### src/rtl/msd_pkg.sv
// Purpose: Shared constants and carrier types for the memory space decoder.
// Assumes: 16-bit program and data address buses, 16-bit data bus.
// Notes: Every address figure used by the decode logic lives here; the decoder checks also use literal addresses.
package msd_pkg;

  // ****************************************
  // Register offsets and fields
  // ****************************************
  localparam logic [15:0] INT_MASK_ADDR = 16'h0004;
  localparam logic [15:0] GLOBAL_WINDOW_ADDR = 16'h0005;
  localparam logic [15:0] INT_FLAG_ADDR = 16'h0006;
  localparam logic [7:0] GLOBAL_WINDOW_RESET = 8'h00;
  localparam logic [15:0] INT_MASK_RESET = 16'h0000;
  localparam logic [15:0] INT_FLAG_RESET = 16'h0000;
  localparam int PROG_BLOCK_SEL_BIT = 12;
  localparam logic PROG_BLOCK_SEL_RESET = 1'b0;

  // ****************************************
  // Address map
  // ****************************************
  localparam logic [15:0] PROG_BOOT_LAST = 16'h1fff;
  localparam logic [15:0] RESET_VECTOR_ADDR = 16'h0000;
  localparam logic [7:0] PROG_B0_PAGE_HI = 8'hff;
  localparam logic [7:0] PROG_B0_ALIAS_HI = 8'hfe;
  localparam logic [15:0] DATA_INTERNAL_LAST = 16'h7fff;
  localparam logic [15:0] SCRATCH_FIRST = 16'h0060;
  localparam logic [15:0] SCRATCH_LAST = 16'h007f;
  localparam logic [15:0] ILLEGAL_LOW_FIRST = 16'h0080;
  localparam logic [15:0] ILLEGAL_LOW_LAST = 16'h00ff;
  localparam logic [7:0] DATA_B0_ALIAS_HI = 8'h01;
  localparam logic [7:0] DATA_B0_PAGE_HI = 8'h02;
  localparam logic [7:0] DATA_B1_PAGE_HI = 8'h03;
  localparam logic [7:0] DATA_B1_ILLEGAL_HI = 8'h04;
  localparam logic [15:0] TEST_AREA_FIRST = 16'h002b;
  localparam logic [15:0] TEST_AREA_LAST = 16'h002f;
  localparam int PAGE_BITS = 9;
  localparam int OFFSET_BITS = 7;

  // ****************************************
  // Carrier types
  // ****************************************
  typedef enum logic [1:0] {
    MSD_PT_NONE = 2'b00,
    MSD_PT_FLASH = 2'b01,
    MSD_PT_BLOCK0 = 2'b10,
    MSD_PT_EXTERNAL = 2'b11
  } msd_prog_target_t;

  typedef enum logic [2:0] {
    MSD_DT_NONE = 3'b000,
    MSD_DT_REGISTER = 3'b001,
    MSD_DT_SCRATCH = 3'b010,
    MSD_DT_BLOCK0 = 3'b011,
    MSD_DT_BLOCK1 = 3'b100,
    MSD_DT_INTERNAL = 3'b101,
    MSD_DT_EXTERNAL = 3'b110,
    MSD_DT_ILLEGAL = 3'b111
  } msd_data_target_t;

  typedef struct packed {
    logic valid;
    logic write;
    logic direct;
    logic [15:0] addr;
    logic [15:0] wdata;
  } msd_data_req_t;

  typedef struct packed {
    msd_data_target_t target;
    logic [15:0] addr;
    logic ext_strobe_n;
    logic global_req;
  } msd_data_sel_t;

endpackage

### src/rtl/msd_data_decode.sv
// Purpose: Combinational data-space decode for one access.
// Assumes: Address already formed; global window value is current.
// Notes: Purely combinational so register changes act on the next access.
`timescale 1ns/1ps
`default_nettype none
module msd_data_decode (
  input wire logic [15:0] addr_in,
  input wire logic prog_block_select_in,
  input wire logic [7:0] global_window_in,
  output msd_pkg::msd_data_target_t target_out,
  output logic [15:0] phys_addr_out,
  output logic global_out
);

  always_comb begin
    target_out = msd_pkg::MSD_DT_INTERNAL;
    phys_addr_out = addr_in;
    global_out = 1'b0;
    if (addr_in > msd_pkg::DATA_INTERNAL_LAST) begin
      target_out = msd_pkg::MSD_DT_EXTERNAL;
      // Global when the window is nonzero and every set window bit matches a one in the address top byte.
      global_out = (global_window_in != 8'h00) &&
                   ((addr_in[15:8] & global_window_in) == global_window_in);
    end else if (addr_in == msd_pkg::INT_MASK_ADDR ||
                 addr_in == msd_pkg::GLOBAL_WINDOW_ADDR ||
                 addr_in == msd_pkg::INT_FLAG_ADDR) begin
      target_out = msd_pkg::MSD_DT_REGISTER;
    end else if (addr_in >= msd_pkg::SCRATCH_FIRST && addr_in <= msd_pkg::SCRATCH_LAST) begin
      target_out = msd_pkg::MSD_DT_SCRATCH;
    end else if (addr_in >= msd_pkg::ILLEGAL_LOW_FIRST &&
                 addr_in <= msd_pkg::ILLEGAL_LOW_LAST) begin
      target_out = msd_pkg::MSD_DT_ILLEGAL;
    end else if (addr_in[15:8] == msd_pkg::DATA_B0_ALIAS_HI ||
                 addr_in[15:8] == msd_pkg::DATA_B0_PAGE_HI) begin
      // Block zero sits in data space only while it is not given to program space.
      if (prog_block_select_in) begin
        target_out = msd_pkg::MSD_DT_ILLEGAL;
      end else begin
        target_out = msd_pkg::MSD_DT_BLOCK0;
        phys_addr_out = {msd_pkg::DATA_B0_PAGE_HI, addr_in[7:0]};
      end
    end else if (addr_in[15:8] == msd_pkg::DATA_B1_PAGE_HI) begin
      target_out = msd_pkg::MSD_DT_BLOCK1;
    end else if (addr_in[15:8] == msd_pkg::DATA_B1_ILLEGAL_HI) begin
      target_out = msd_pkg::MSD_DT_ILLEGAL;
    end
  end

endmodule
`default_nettype wire

### src/rtl/msd_decoder.sv
// Purpose: Program and data space decoder with the three zero-wait registers.
// Assumes: One access per bus per cycle, qualified by a valid strobe.
// Notes: Selects are combinational upstream and registered once at the outputs.
// What this block does
// - Select bit set maps block zero into program space, else external.
// - Select bit clears on reset so block zero starts in data space.
// - Boot pin low serves program 0000h-1FFFh from on-chip flash.
// - Boot pin high sends program 0000h-1FFFh off chip.
// - Reset vector always fetched at program address 0000h.
// - Data below 8000h is internal; 8000h and up is external.
// - Blocks one and two are data only; block zero moves spaces.
// - Direct address is 9-bit page pointer above 7-bit offset.
// - Mask, window and flag registers answer with zero wait states.
// - Scratch block at 0060h-007Fh, reachable by every addressing mode.
// - Window register at 0005h, 8 low bits, read/write, resets zero.
// - Window leading ones pick a global region at top of data space.
// - External data access drives strobe low; global region adds request.
// - Illegal address access raises a nonmaskable interrupt.
// - Data 0100h-01FFh aliases 0200h; program FE00h aliases FF00h.
`timescale 1ns/1ps
`default_nettype none
module msd_decoder (
  input wire logic clock_in,
  input wire logic sys_rst_in,
  input wire logic boot_source_select_in,
  input wire logic [15:0] status_word_one_in,
  input wire logic [8:0] page_pointer_in,
  input wire logic prog_valid_in,
  input wire logic [15:0] prog_addr_in,
  input wire logic reset_fetch_in,
  input wire msd_pkg::msd_data_req_t data_req_in,
  output msd_pkg::msd_prog_target_t prog_target_out,
  output logic [15:0] prog_addr_out,
  output msd_pkg::msd_data_sel_t data_sel_out,
  output logic data_space_strobe_n_out,
  output logic global_access_request_out,
  output logic [15:0] reg_rdata_out,
  output logic [15:0] int_mask_out,
  output logic [15:0] int_flag_out,
  output logic [7:0] global_window_out,
  output logic prog_block_select_out,
  output logic nmi_out
);

  // ****************************************
  // Boot pin synchroniser
  // ****************************************
  logic [2:0] boot_sync_reg;
  logic [2:0] boot_sync_next;
  logic boot_level_reg;
  logic boot_level_next;

  always_comb begin
    boot_sync_next = {boot_sync_reg[1:0], boot_source_select_in};
    boot_level_next = boot_level_reg;
    if (boot_sync_reg[2] == boot_sync_reg[1]) begin
      boot_level_next = boot_sync_reg[2];
    end
  end

  always_ff @(posedge clock_in) begin
    if (sys_rst_in) begin
      boot_sync_reg <= 3'h0;
      boot_level_reg <= 1'b0;
    end else begin
      boot_sync_reg <= boot_sync_next;
      boot_level_reg <= boot_level_next;
    end
  end

  // ****************************************
  // Registers at 0004h to 0006h
  // ****************************************
  logic [15:0] int_mask_reg;
  logic [15:0] int_mask_next;
  logic [15:0] int_flag_reg;
  logic [15:0] int_flag_next;
  logic [7:0] global_window_reg;
  logic [7:0] global_window_next;
  logic [15:0] rdata_reg;
  logic [15:0] rdata_next;
  logic [15:0] data_addr;
  logic reg_write;

  always_comb begin
    // Direct accesses build the address from page pointer and offset.
    data_addr = data_req_in.addr;
    if (data_req_in.direct) begin
      data_addr = {page_pointer_in, data_req_in.addr[msd_pkg::OFFSET_BITS-1:0]};
    end
    reg_write = data_req_in.valid && data_req_in.write;
    int_mask_next = int_mask_reg;
    int_flag_next = int_flag_reg;
    global_window_next = global_window_reg;
    rdata_next = rdata_reg;
    if (reg_write && data_addr == msd_pkg::INT_MASK_ADDR) begin
      int_mask_next = data_req_in.wdata;
    end
    if (reg_write && data_addr == msd_pkg::INT_FLAG_ADDR) begin
      int_flag_next = data_req_in.wdata;
    end
    if (reg_write && data_addr == msd_pkg::GLOBAL_WINDOW_ADDR) begin
      global_window_next = data_req_in.wdata[7:0];
    end
    if (data_req_in.valid && !data_req_in.write) begin
      unique case (data_addr)
        msd_pkg::INT_MASK_ADDR: rdata_next = int_mask_reg;
        msd_pkg::GLOBAL_WINDOW_ADDR: rdata_next = {8'h00, global_window_reg};
        msd_pkg::INT_FLAG_ADDR: rdata_next = int_flag_reg;
        default: rdata_next = 16'h0000;
      endcase
    end
  end

  always_ff @(posedge clock_in) begin
    if (sys_rst_in) begin
      int_mask_reg <= msd_pkg::INT_MASK_RESET;
      int_flag_reg <= msd_pkg::INT_FLAG_RESET;
      global_window_reg <= msd_pkg::GLOBAL_WINDOW_RESET;
      rdata_reg <= 16'h0000;
    end else begin
      int_mask_reg <= int_mask_next;
      int_flag_reg <= int_flag_next;
      global_window_reg <= global_window_next;
      rdata_reg <= rdata_next;
    end
  end

  // ****************************************
  // Program space decode
  // ****************************************
  logic prog_block_select;
  msd_pkg::msd_prog_target_t prog_target_next;
  msd_pkg::msd_prog_target_t prog_target_reg;
  logic [15:0] prog_addr_next;
  logic [15:0] prog_addr_reg;

  // The core resets its status word, so the select bit reads zero after reset.
  assign prog_block_select = sys_rst_in ? msd_pkg::PROG_BLOCK_SEL_RESET
                                        : status_word_one_in[msd_pkg::PROG_BLOCK_SEL_BIT];

  always_comb begin
    prog_target_next = msd_pkg::MSD_PT_NONE;
    prog_addr_next = reset_fetch_in ? msd_pkg::RESET_VECTOR_ADDR : prog_addr_in;
    if (prog_valid_in || reset_fetch_in) begin
      prog_target_next = msd_pkg::MSD_PT_EXTERNAL;
      if (prog_addr_next <= msd_pkg::PROG_BOOT_LAST) begin
        prog_target_next = boot_level_reg ? msd_pkg::MSD_PT_EXTERNAL
                                          : msd_pkg::MSD_PT_FLASH;
      end else if (prog_block_select && (prog_addr_next[15:8] == msd_pkg::PROG_B0_PAGE_HI ||
                   prog_addr_next[15:8] == msd_pkg::PROG_B0_ALIAS_HI)) begin
        prog_target_next = msd_pkg::MSD_PT_BLOCK0;
        prog_addr_next = {msd_pkg::PROG_B0_PAGE_HI, prog_addr_next[7:0]};
      end
    end
  end

  always_ff @(posedge clock_in) begin
    if (sys_rst_in) begin
      prog_target_reg <= msd_pkg::MSD_PT_NONE;
      prog_addr_reg <= 16'h0000;
    end else begin
      prog_target_reg <= prog_target_next;
      prog_addr_reg <= prog_addr_next;
    end
  end

  // ****************************************
  // Data space decode and external strobes
  // ****************************************
  msd_pkg::msd_data_target_t data_target;
  logic [15:0] data_phys;
  logic data_global;
  msd_pkg::msd_data_sel_t data_sel_next;
  msd_pkg::msd_data_sel_t data_sel_reg;
  logic nmi_next;
  logic nmi_reg;
  logic pbs_reg;

  msd_data_decode msd_data_decode_inst (
    .addr_in(data_addr),
    .prog_block_select_in(prog_block_select),
    .global_window_in(global_window_reg),
    .target_out(data_target),
    .phys_addr_out(data_phys),
    .global_out(data_global)
  );

  always_comb begin
    data_sel_next = '{target: msd_pkg::MSD_DT_NONE, addr: data_phys,
                      ext_strobe_n: 1'b1, global_req: 1'b0};
    nmi_next = 1'b0;
    if (data_req_in.valid) begin
      data_sel_next.target = data_target;
      if (data_target == msd_pkg::MSD_DT_EXTERNAL) begin
        data_sel_next.ext_strobe_n = 1'b0;
        data_sel_next.global_req = data_global;
      end
      nmi_next = (data_target == msd_pkg::MSD_DT_ILLEGAL);
    end
  end

  always_ff @(posedge clock_in) begin
    if (sys_rst_in) begin
      data_sel_reg <= '{target: msd_pkg::MSD_DT_NONE, addr: 16'h0000,
                        ext_strobe_n: 1'b1, global_req: 1'b0};
      nmi_reg <= 1'b0;
      pbs_reg <= msd_pkg::PROG_BLOCK_SEL_RESET;
    end else begin
      data_sel_reg <= data_sel_next;
      nmi_reg <= nmi_next;
      pbs_reg <= prog_block_select;
    end
  end

  assign prog_target_out = prog_target_reg;
  assign prog_addr_out = prog_addr_reg;
  assign data_sel_out = data_sel_reg;
  assign data_space_strobe_n_out = data_sel_reg.ext_strobe_n;
  assign global_access_request_out = data_sel_reg.global_req;
  assign reg_rdata_out = rdata_reg;
  assign int_mask_out = int_mask_reg;
  assign int_flag_out = int_flag_reg;
  assign global_window_out = global_window_reg;
  assign prog_block_select_out = pbs_reg;
  assign nmi_out = nmi_reg;

  // ****************************************
  // Checks
  // ****************************************
  ext_strobe_a: assert property (@(posedge clock_in) disable iff (sys_rst_in)
    data_req_in.valid && data_addr > msd_pkg::DATA_INTERNAL_LAST |=> !data_space_strobe_n_out)
    else $error("External data access did not drive the strobe low.");
  internal_quiet_a: assert property (@(posedge clock_in) disable iff (sys_rst_in)
    data_req_in.valid && data_addr <= msd_pkg::DATA_INTERNAL_LAST |=>
    data_space_strobe_n_out && !global_access_request_out)
    else $error("Internal data access drove an external strobe.");
  global_top_a: assert property (@(posedge clock_in) disable iff (sys_rst_in)
    data_req_in.valid && global_window_reg == 8'hff && data_addr[15:8] == 8'hff |=>
    global_access_request_out)
    else $error("Top page not global with full window.");
  global_none_a: assert property (@(posedge clock_in) disable iff (sys_rst_in)
    global_window_reg == 8'h00 |=> !global_access_request_out)
    else $error("Global request with empty window.");
  window_write_a: assert property (@(posedge clock_in) disable iff (sys_rst_in)
    reg_write && data_addr == msd_pkg::GLOBAL_WINDOW_ADDR |=>
    global_window_out == $past(data_req_in.wdata[7:0]))
    else $error("Window register did not take the written byte.");
  boot_flash_a: assert property (@(posedge clock_in) disable iff (sys_rst_in)
    !boot_level_reg && reset_fetch_in |=> prog_target_out == msd_pkg::MSD_PT_FLASH)
    else $error("Reset fetch not from flash in microcomputer mode.");
  boot_ext_a: assert property (@(posedge clock_in) disable iff (sys_rst_in)
    boot_level_reg && prog_valid_in && prog_addr_in <= msd_pkg::PROG_BOOT_LAST |=>
    prog_target_out == msd_pkg::MSD_PT_EXTERNAL)
    else $error("Low program access not external in microprocessor mode.");
  vector_addr_a: assert property (@(posedge clock_in) disable iff (sys_rst_in)
    reset_fetch_in |=> prog_addr_out == msd_pkg::RESET_VECTOR_ADDR)
    else $error("Reset vector fetched away from 0000h.");
  illegal_nmi_a: assert property (@(posedge clock_in) disable iff (sys_rst_in)
    data_req_in.valid && data_addr[15:7] == 9'h001 |=> nmi_out)
    else $error("Illegal data access raised no interrupt.");
  direct_page_a: assert property (@(posedge clock_in) disable iff (sys_rst_in)
    data_req_in.valid && data_req_in.direct && page_pointer_in == 9'h000 &&
    data_req_in.addr[6:0] == 7'h04 && !data_req_in.write |=> reg_rdata_out == $past(int_mask_reg))
    else $error("Direct access on page zero missed the mask register.");

endmodule
`default_nettype wire

### config.mk
export PLATFORM = sky130hd
export DESIGN_NAME = msd_decoder
export DESIGN_NICKNAME = d
export VERILOG_FILES = /design/src/rtl/msd_pkg.sv /design/src/rtl/msd_data_decode.sv /design/src/rtl/msd_decoder.sv
export SDC_FILE = /design/constraint.sdc
export NUM_CORES = 1
export LEC_CHECK = 0
export ABC_AREA = 1
export BUFFER_PORTS_ARGS = -buffer_cell sky130_fd_sc_hd__buf_4
export CAP_MARGIN = 30
export CORE_ASPECT_RATIO = 1.75
export CORE_MARGIN = 8
export CORE_UTILIZATION = 47
export DETAILED_ROUTE_END_ITERATION = 8
export GPL_ROUTABILITY_DRIVEN = 0
export PLACE_DENSITY = 0.79
export SYNTH_ARGS = -nofsm -noshare
export SYNTH_HDL_FRONTEND = slang
export SYNTH_SLANG_ARGS = --single-unit
### constraint.sdc
create_clock -name clock_in -period 1.74 [get_ports clock_in]
set_clock_uncertainty 0.05 [all_clocks]
set_input_delay 0.261 -clock clock_in [delete_from_list [all_inputs] [get_ports clock_in]]
set_output_delay 0.261 -clock clock_in [all_outputs]
set_load 0.03 [all_outputs]
==> impl_metrics.yaml, run 1 <==
global_routing:
  grt_overflow: 0
  grt_max_degree: 50
  antenna_found_initial: 0
  grt_pass1_vias: 4132
  grt_pass1_wl_mm: 19.8
  grtUsageMet1_pct: 18.5
  grt_use_met3_pct: 5.80
  globalRouteMet2Util_pct: 40.4
  grt_usage_pct: 20.6
  top_usage_layer: "met2"
yosys:
  yosys.area.top_type: "dfxtp_1"
  syn_avg_cell_area_um2: 7.89
  netlist-cell-type-count: 31
  netlist_area_um2: 4140
  synth_edf_count: 0
  syn_inst: 525
  synth_top_cell_area_share_pct: 48.8
  ys_top_cells_by_area: "dfxtp_1 49%, nand2_1 12%, nor2_1 5.2%, nand3_1 4.8%, a21oi_1 4.6%"
  synth-async-reset-ratio_pct: 0
  ys_seq_area_share_pct: 48.8
  syn_nets: 606
  ys_seq_elements: 101
  synthFlopType: "dfxtp_1"
  ys_warn_count: 0
timing:
  fin_crit_sh_pct: 87.1
  final.setup.tns_ns: 0
  setup_violations: 0
  tightest_slew_ns: 0.576
  final_max_slew_viol_count: 0
  relSlewSlack_pct: 61.6
  hold_viol: 0
  period_needed_ns: 1.52
  fmax_mhz: 660
  layout_setup_ws_ns: 0.224
  rsz0062_at_grt: "no"
critical_path:
  critPathMaxStageDelay_ns: 0.25
  critPathRequiredTime_ns: 1.97
  end_kind: "flip-flop"
  ff2ff_path_depth: 4
  cp.arrival_ns: 1.74
  cp.depth: 12
  rrSetupSlack_ns: 0.64
  start_kind: "primary input"
  rr_endpoint: "global_access_request_out$_SDFF_PP0_"
  cp_slowest_cell: "nor2_8"
  path_buf_inv: 3
  cp_max_fo: 10
  cpLargestDelayFamily: "simple AND/OR/NAND/NOR gates"
  r2r-start: "global_window_out[2]$_SDFFE_PP0P_"
  crit_top_cell: "nand2_1"
  path_class: "in -> reg"
  cp_cell_sequence: "buf_4 > inv_6 > nand2_1 > nand2_1 > nor2_4 > nand2_4 > nor2_8 > buf_4 > nand3_2 > o21ai_1 > nand2_1 > a21oi_1"
hold_path:
  hold_path_depth: 3
  min-delay-start: "boot_source_select_in"
  holdCritPathClass: "in -> reg"
  holdPathEnd: "boot_sync_reg[0]$_SDFF_PP0_"
detailed_routing:
  drtIter0Drc: 179
  num_vias: 4085
  viasPerCell: 4.99
  wl_per_cell_um: 15.6
  drtPass1Iterations: 5
  drcViolationCount: 0
  ant_nets: 0
  wirelength_mm: 12.8
floorplanning:
  rows: 45
  fp.dieW_um: 87.0
  dieArea_um2: 12200
  ios: 180
  start_util_pct: 48.1
  fp.dieH_um: 140
  fp.coreArea_um2: 8610
placement:
  pre_cts_slack_ns: -0.130
  dp_hpwl_mm: 10.0
  portBuffers: 164
  place_inst: 802
  placed_cell_area_um2: 5560
cts:
  cts_sinks: 101
  clockBufferDepth: 2
  worstSkewPairLatency_ns: 0.34
  cts_resized: 0
  cts_setup_buffers: 0
  cts_max_level: 3
  clk_pin_slew_ns: 0.07
  cts_hold_buffers: 0
  cts_tree: "yes"
  root_buffer: "clkbuf_16"
  cts_buffers: 9
power:
  internal-power_mw: 3.63
  combPwrFrac_pct: 11.3
  p_sw_mw: 1.17
  seqPwrFrac_pct: 49.4
  clock_power_share_pct: 39.3
  p_per_area_nw_per_um2: 821
  irDropWorstVdd_mv: 0.669
  sw_frac_of_total_pct: 24.3
  power.leakage_nw: 2.64
finish:
  utilization_pct: 67.9
  fin_nets: 777
  fin_area_um2: 5850
  final_common_cell: "buf_4"
  syn2layout_area_growth_pct: 41.2
  fillers: 731
  layout_common_cells: "182 x buf_4, 137 x nand2_1, 101 x dfxtp_1"
  diodes: 0
  stdcell_count: 818
  largest_register_ff_count: 19
  layout-drive-gt1-share_pct: 35.5
flow_run:
  cap_violations: 0
run_status:
  status: "complete, no violations"
==> worst min-delay path, delay by kind of cell <==
kind / cells / cell delay, ns
buffers and inverters: 2 / 0.11
AND/OR/NAND/NOR: 1 / 0.06
==> cells by family after synthesis <==
| family | Yosys count | synth area share, % |
|---|---|---|
| buf+inv | 72 | 8.43 |
| flops | 101 | 48.8 |
| simple gates | 279 | 32.0 |
| compound gates | 73 | 10.8 |
==> area by class of cell <==
cell class | count | area [um^2] | area share, %
clock inverter | 4 | 30.0 | 0.513
inverter | 46 | 178 | 3.04
timing repair buffer | 186 | 1450 | 24.7
multi-input combinational | 352 | 1770 | 30.3
tap | 117 | 146 | 2.50
clock buffer | 12 | 256 | 4.38
sequential | 101 | 2020 | 34.6
==> layer usage <==
layer,routed length (um),vias to the layer above
li1,-,2027
met1,4310,1867
met2,7180,167
met3,895,24
met4,367,0
met5,0,-
==> power groups by stage <==
stage	Clock, mW	Sequential (mW)	Combinational [mW]
after global placement	0	2.43	0.534
after detailed placement	0	2.43	0.544
after CTS	1.91	2.37	0.548
after global routing	1.99	2.38	0.586
final	1.89	2.37	0.543
after floorplan	0	2.52	0.187
==> worst max path at each step <==
stage,start,endpoint,slack [ns]
2_1_floorplan,data_req_in[32],reg_rdata_out[1]$_SDFFE_PP0P_,0.15
3_3_place_gp,data_req_in[32],reg_rdata_out[3]$_SDFFE_PP0P_,-0.05
6_report,data_req_in[32],reg_rdata_out[9]$_SDFFE_PP0P_,0.22
3_5_place_dp,data_req_in[32],reg_rdata_out[10]$_SDFFE_PP0P_,-0.13
5_1_grt,data_req_in[32],reg_rdata_out[10]$_SDFFE_PP0P_,0.07
4_1_cts,data_req_in[32],reg_rdata_out[3]$_SDFFE_PP0P_,0.23
==> metrics by stage <==
stage | total power, mW | hold slack [ns]
after floorplan | 2.71 | 0.318
final | 4.80 | 0.0697
after global placement | 2.96 | 0.351
after global routing | 4.95 | 0.0807
after CTS | 4.83 | 0.0622
after detailed placement | 2.97 | 0.355
==> cells in the mapped netlist (4+ instances only) <==
| cell type | number |
|---|---|
| clkbuf_1 | 15 |
| nand3_2 | 7 |
| nor4_1 | 4 |
| o21ai_1 | 8 |
| nor2_1 | 57 |
| dfxtp_1 | 101 |
| nor3_1 | 6 |
| nor2_4 | 5 |
| nand3_1 | 40 |
| a21oi_1 | 38 |
| inv_1 | 42 |
| a21oi_2 | 12 |
| nand2_2 | 12 |
| a211oi_1 | 9 |
| nand2_1 | 137 |
Note: power is estimated with default switching activity, not from simulation.
==> run 2: changes to the inputs <==
--- a/config.mk
+++ b/config.mk
@@ -10,10 +10,10 @@
 export CAP_MARGIN = 30
 export CORE_ASPECT_RATIO = 1.75
 export CORE_MARGIN = 8
-export CORE_UTILIZATION = 47
+export CORE_UTILIZATION = 51
 export DETAILED_ROUTE_END_ITERATION = 8
 export GPL_ROUTABILITY_DRIVEN = 0
-export PLACE_DENSITY = 0.79
+export PLACE_DENSITY = 0.85
 export SYNTH_ARGS = -nofsm -noshare
 export SYNTH_HDL_FRONTEND = slang
 export SYNTH_SLANG_ARGS = --single-unit
==> constraint.sdc (replaced) <==
create_clock -name clock_in -period 1.85 [get_ports clock_in]
set_clock_uncertainty 0.05 [all_clocks]
set_input_delay 0.2775 -clock clock_in [delete_from_list [all_inputs] [get_ports clock_in]]
set_output_delay 0.2775 -clock clock_in [all_outputs]
set_load 0.03 [all_outputs]
==> impl_metrics.yaml, run 2 (synthesized netlist as in run 1, its figures left out) <==
critical_path:
  critPathRequiredTime_ns: 2.07
  path_class: "in -> reg"
  cp_cell_sequence: "buf_4 > inv_6 > nand2_1 > nand2_1 > nor2_4 > nand2_4 > nor2_8 > buf_4 > nand3_2 > o21ai_1 > nand2_1 > a21oi_1"
  path_buf_inv: 3
  critPathMaxStageDelay_ns: 0.28
  cp_slowest_cell: "nor2_8"
  crit_top_cell: "nand2_1"
  cp.arrival_ns: 1.83
  cp_max_fo: 14
  start_kind: "primary input"
  cpLargestDelayFamily: "simple AND/OR/NAND/NOR gates"
  end_kind: "flip-flop"
global_routing:
  grt_usage_pct: 22.0
  grt_overflow: 0
  grt_pass1_wl_mm: 20.3
  grt_max_degree: 40
  grt_pass1_vias: 4116
  antenna_found_initial: 0
detailed_routing:
  wirelength_mm: 13.0
  drcViolationCount: 0
  ant_nets: 0
  wl_per_cell_um: 16.6
  drtPass1Iterations: 5
  viasPerCell: 5.35
  drtIter0Drc: 155
  num_vias: 4192
cts:
  root_buffer: "clkbuf_16"
  cts_hold_buffers: 0
  worstSkewPairLatency_ns: 0.34
  cts_sinks: 101
  cts_tree: "yes"
  clk_pin_slew_ns: 0.07
  clockBufferDepth: 2
  cts_resized: 0
  cts_setup_buffers: 0
  cts_max_level: 3
  cts_buffers: 9
power:
  p_per_area_nw_per_um2: 827
  clock_power_share_pct: 42.7
  internal-power_mw: 3.68
  combPwrFrac_pct: 10.6
  sw_frac_of_total_pct: 23.1
  irDropWorstVdd_mv: 0.600
  seqPwrFrac_pct: 46.7
  p_sw_mw: 1.10
  total_power_mw: 4.78
  power.leakage_nw: 2.61
timing:
  setup_violations: 0
  rsz0062_at_grt: "no"
  fmax_mhz: 623
  timing.hold.ws_ns: 0.102
  relSlewSlack_pct: 69.2
  period_needed_ns: 1.61
  fin_crit_sh_pct: 86.8
  tightest_slew_ns: 0.462
  final_max_slew_viol_count: 0
  hold_viol: 0
floorplanning:
  fp.dieW_um: 84.1
  fp.coreArea_um2: 7910
  fp.dieH_um: 135
  start_util_pct: 52.4
  dieArea_um2: 11400
  rows: 43
  ios: 180
finish:
  diodes: 0
  largest_register_ff_count: 19
  final_common_cell: "buf_4"
  fillers: 598
  fin_area_um2: 5780
  layout_common_cells: "177 x buf_4, 137 x nand2_1, 101 x dfxtp_1"
  fin_nets: 770
  syn2layout_area_growth_pct: 39.5
  layout-drive-gt1-share_pct: 34.7
  stdcell_count: 784
flow_run:
  cap_violations: 0
placement:
  placed_cell_area_um2: 5450
  place_inst: 768
  dp_hpwl_mm: 9.85
  portBuffers: 164
run_status:
  status: "complete, no violations"
hold_path:
  holdCritPathClass: "in -> reg"
## run 2: final timing paths
| kind | slack [ns] | to | start | cells after the start |
|---|---|---|---|---|
| worst max-delay path | 0.24 | reg_rdata_out[9]$_SDFFE_PP0P_ | data_req_in[32] | 12 |
| worst min-delay path | 0.10 | boot_sync_reg[0]$_SDFF_PP0_ | boot_source_select_in | 3 |
| worst max register to register | 0.79 | global_access_request_out$_SDFF_PP0_ | global_window_out[4]$_SDFFE_PP0P_ | 4 |
| worst min register to register | 0.37 | boot_sync_reg[1]$_SDFF_PP0_ | boot_sync_reg[0]$_SDFF_PP0_ | 2 |
## run 2: cell type report
cell class,count,area [um^2],share of cell area (%)
clock buffer,13,260,4.50
clock inverter,3,67.6,1.17
inverter,46,178,3.07
multi-input combinational,352,1770,30.6
sequential,101,2020,35.0
tap,90,113,1.95
timing repair buffer,179,1370,23.7
## run 2: through the flow
stage	setup TNS (ns)	utilization (%)	worst slack (ns)
detailed placement	-0.776	68.9	-0.0479
CTS	0	73.1	0.258
finish	0	73.1	0.244
global placement	0	68.9	0.00739
floorplan	0	-	0.239
global route	0	73.1	0.0934
## run 2: power groups by stage
stage	Clock [mW]	Sequential (mW)	Combinational [mW]
6_report	2.04	2.23	0.508
5_1_grt	2.15	2.24	0.544
4_1_cts	2.06	2.23	0.508
3_5_place_dp	0	2.28	0.502
3_3_place_gp	0	2.28	0.490
2_1_floorplan	0	2.37	0.176
## run 2: layer usage
layer | vias up | wire, um | GRT usage (%)
met2 | 206 | 7070 | 40.9
met5 | - | 0 | 0
met1 | 1933 | 4360 | 21.2
met4 | 0 | 568 | 13.0
met3 | 43 | 983 | 5.30
li1 | 2010 | - | -
## run 2: worst register-to-register path, cell delays in order (launching register included)
cell     delay, ns
dfxtp_1       0.36
nor4_1        0.30
a22oi_1       0.12
nand3_1       0.08
nor3_1        0.04
==> run 3: changes to the inputs <==
--- a/config.mk
+++ b/config.mk
@@ -8,12 +8,15 @@
 export ABC_AREA = 1
 export BUFFER_PORTS_ARGS = -buffer_cell sky130_fd_sc_hd__buf_4
 export CAP_MARGIN = 30
+export CELL_PAD_IN_SITES_DETAIL_PLACEMENT = 0
+export CELL_PAD_IN_SITES_GLOBAL_PLACEMENT = 2
 export CORE_ASPECT_RATIO = 1.75
 export CORE_MARGIN = 8
-export CORE_UTILIZATION = 51
+export CORE_UTILIZATION = 27
+export CTS_CLUSTER_SIZE = 12
 export DETAILED_ROUTE_END_ITERATION = 8
 export GPL_ROUTABILITY_DRIVEN = 0
-export PLACE_DENSITY = 0.85
+export PLACE_DENSITY = 0.84
 export SYNTH_ARGS = -nofsm -noshare
 export SYNTH_HDL_FRONTEND = slang
 export SYNTH_SLANG_ARGS = --single-unit
==> impl_metrics.yaml, run 3 (synthesized netlist as in run 1, its figures left out) <==
run_status:
  status: "complete, no violations"
critical_path:
  rr_endpoint: "global_access_request_out$_SDFF_PP0_"
  end_kind: "flip-flop"
  rrSetupSlack_ns: 0.75
  cp_max_fo: 16
  cp.arrival_ns: 1.76
  ff2ff_path_depth: 4
  path_class: "in -> reg"
  r2r-start: "global_window_out[5]$_SDFFE_PP0P_"
  start_kind: "primary input"
  critPathRequiredTime_ns: 2.07
cts:
  cts_resized: 0
  cts_tree: "yes"
  cts_hold_buffers: 0
  root_buffer: "clkbuf_16"
  cts_buffers: 9
  cts_sinks: 101
  cts_setup_buffers: 0
  clk_pin_slew_ns: 0.08
  clockBufferDepth: 2
  cts_max_level: 3
  worstSkewPairLatency_ns: 0.34
detailed_routing:
  wirelength_mm: 14.3
  drcViolationCount: 0
  wl_per_cell_um: 16.1
  ant_nets: 0
  drtIter0Drc: 125
  drtPass1Iterations: 4
  num_vias: 3968
  viasPerCell: 4.49
timing:
  period_needed_ns: 1.54
  rsz0062_at_grt: "no"
  final_max_slew_viol_count: 0
  fmax_mhz: 651
  final.setup.tns_ns: 0
  fin_crit_sh_pct: 83.0
  hold_viol: 0
  tightest_slew_ns: 0.500
  layout_setup_ws_ns: 0.314
  relSlewSlack_pct: 66.6
  setup_violations: 0
power:
  p_sw_mw: 1.21
  clock_power_share_pct: 40.3
  total_power_mw: 4.58
  internal-power_mw: 3.37
  combPwrFrac_pct: 11.1
  irDropWorstVdd_mv: 0.596
  p_per_area_nw_per_um2: 771
  power.leakage_nw: 2.64
  seqPwrFrac_pct: 48.7
  sw_frac_of_total_pct: 26.5
floorplanning:
  start_util_pct: 27.3
  rows: 60
  ios: 180
  dieArea_um2: 19700
  fp.coreArea_um2: 15200
  fp.dieW_um: 110
  fp.dieH_um: 180
global_routing:
  globalRouteMet2Util_pct: 27.7
  antenna_found_initial: 0
  grt_max_degree: 73
  top_usage_layer: "met2"
  grt_overflow: 0
  grt_pass1_wl_mm: 22.1
  grt_use_met3_pct: 2.54
  grtUsageMet1_pct: 13.9
  grt_pass1_vias: 4159
  grt_usage_pct: 14.5
placement:
  pre_cts_slack_ns: -0.0523
  place_inst: 868
  dp_hpwl_mm: 11.2
  portBuffers: 164
finish:
  layout_common_cells: "177 x buf_4, 137 x nand2_1, 101 x dfxtp_1"
  largest_register_ff_count: 19
  stdcell_count: 884
  diodes: 0
  final_common_cell: "buf_4"
  fin_nets: 774
  syn2layout_area_growth_pct: 43.5
  layout-drive-gt1-share_pct: 35.4
flow_run:
  cap_violations: 0
hold_path:
  hold_path_depth: 3
  holdPathEnd: "boot_sync_reg[0]$_SDFF_PP0_"
  holdCritPathClass: "in -> reg"
  min-delay-start: "boot_source_select_in"
==> run 3: through the flow <==
step,utilization [%],instance area [um^2],hold WS [ns]
2_1_floorplan,-,4140,0.334
3_3_place_gp,37.3,5650,0.352
3_5_place_dp,37.3,5650,0.355
4_1_cts,39.2,5950,0.0786
5_1_grt,39.2,5950,0.0741
6_report,39.2,5950,0.0849
==> run 3: worst max-delay path by stage <==
stage               startpoint                            end  slack [ns]  cells after the start
2_1_floorplan  data_req_in[32]  reg_rdata_out[1]$_SDFFE_PP0P_        0.24                     13
3_3_place_gp   data_req_in[19]   int_mask_out[4]$_SDFFE_PP0P_       -0.04                      8
3_5_place_dp   data_req_in[19]  int_mask_out[13]$_SDFFE_PP0P_       -0.05                      8
4_1_cts        data_req_in[19]  int_mask_out[13]$_SDFFE_PP0P_        0.29                      8
5_1_grt        data_req_in[32]  reg_rdata_out[4]$_SDFFE_PP0P_        0.16                     12
6_report       data_req_in[19]  int_mask_out[13]$_SDFFE_PP0P_        0.31                      8
==> run 3: cell type report <==
cell class	count	area, um^2
Clock buffer	9	225
Clock inverter	7	67.6
Sequential cell	101	2020
Timing Repair Buffer	183	1450
Inverter	46	178
Tap cell	186	233
Multi-Input combinational cell	352	1770
Fill cell	1626	9220
==> run 3: per-layer routing <==
metal / wire [um] / vias up
li1: - / 2021
met1: 5060 / 1819
met2: 8030 / 103
met3: 676 / 25
met4: 500 / 0
met5: 0 / -
==> run 3: power by group through the flow <==
stage          Clock (mW)  Sequential [mW]  Combinational, mW
2_1_floorplan           0             2.37              0.176
3_3_place_gp            0             2.28              0.512
3_5_place_dp            0             2.28              0.515
4_1_cts              1.90             2.23              0.517
5_1_grt              2.01             2.24              0.550
6_report             1.85             2.23              0.508
==> run 3: worst max-delay path, stage by stage <==
cell	delay, ns
buf_4	0.11
nor2_1	0.26
nand3_1	0.24
nor2_8	0.27
nand3_4	0.10
inv_2	0.26
nand2_1	0.09
a21oi_1	0.13
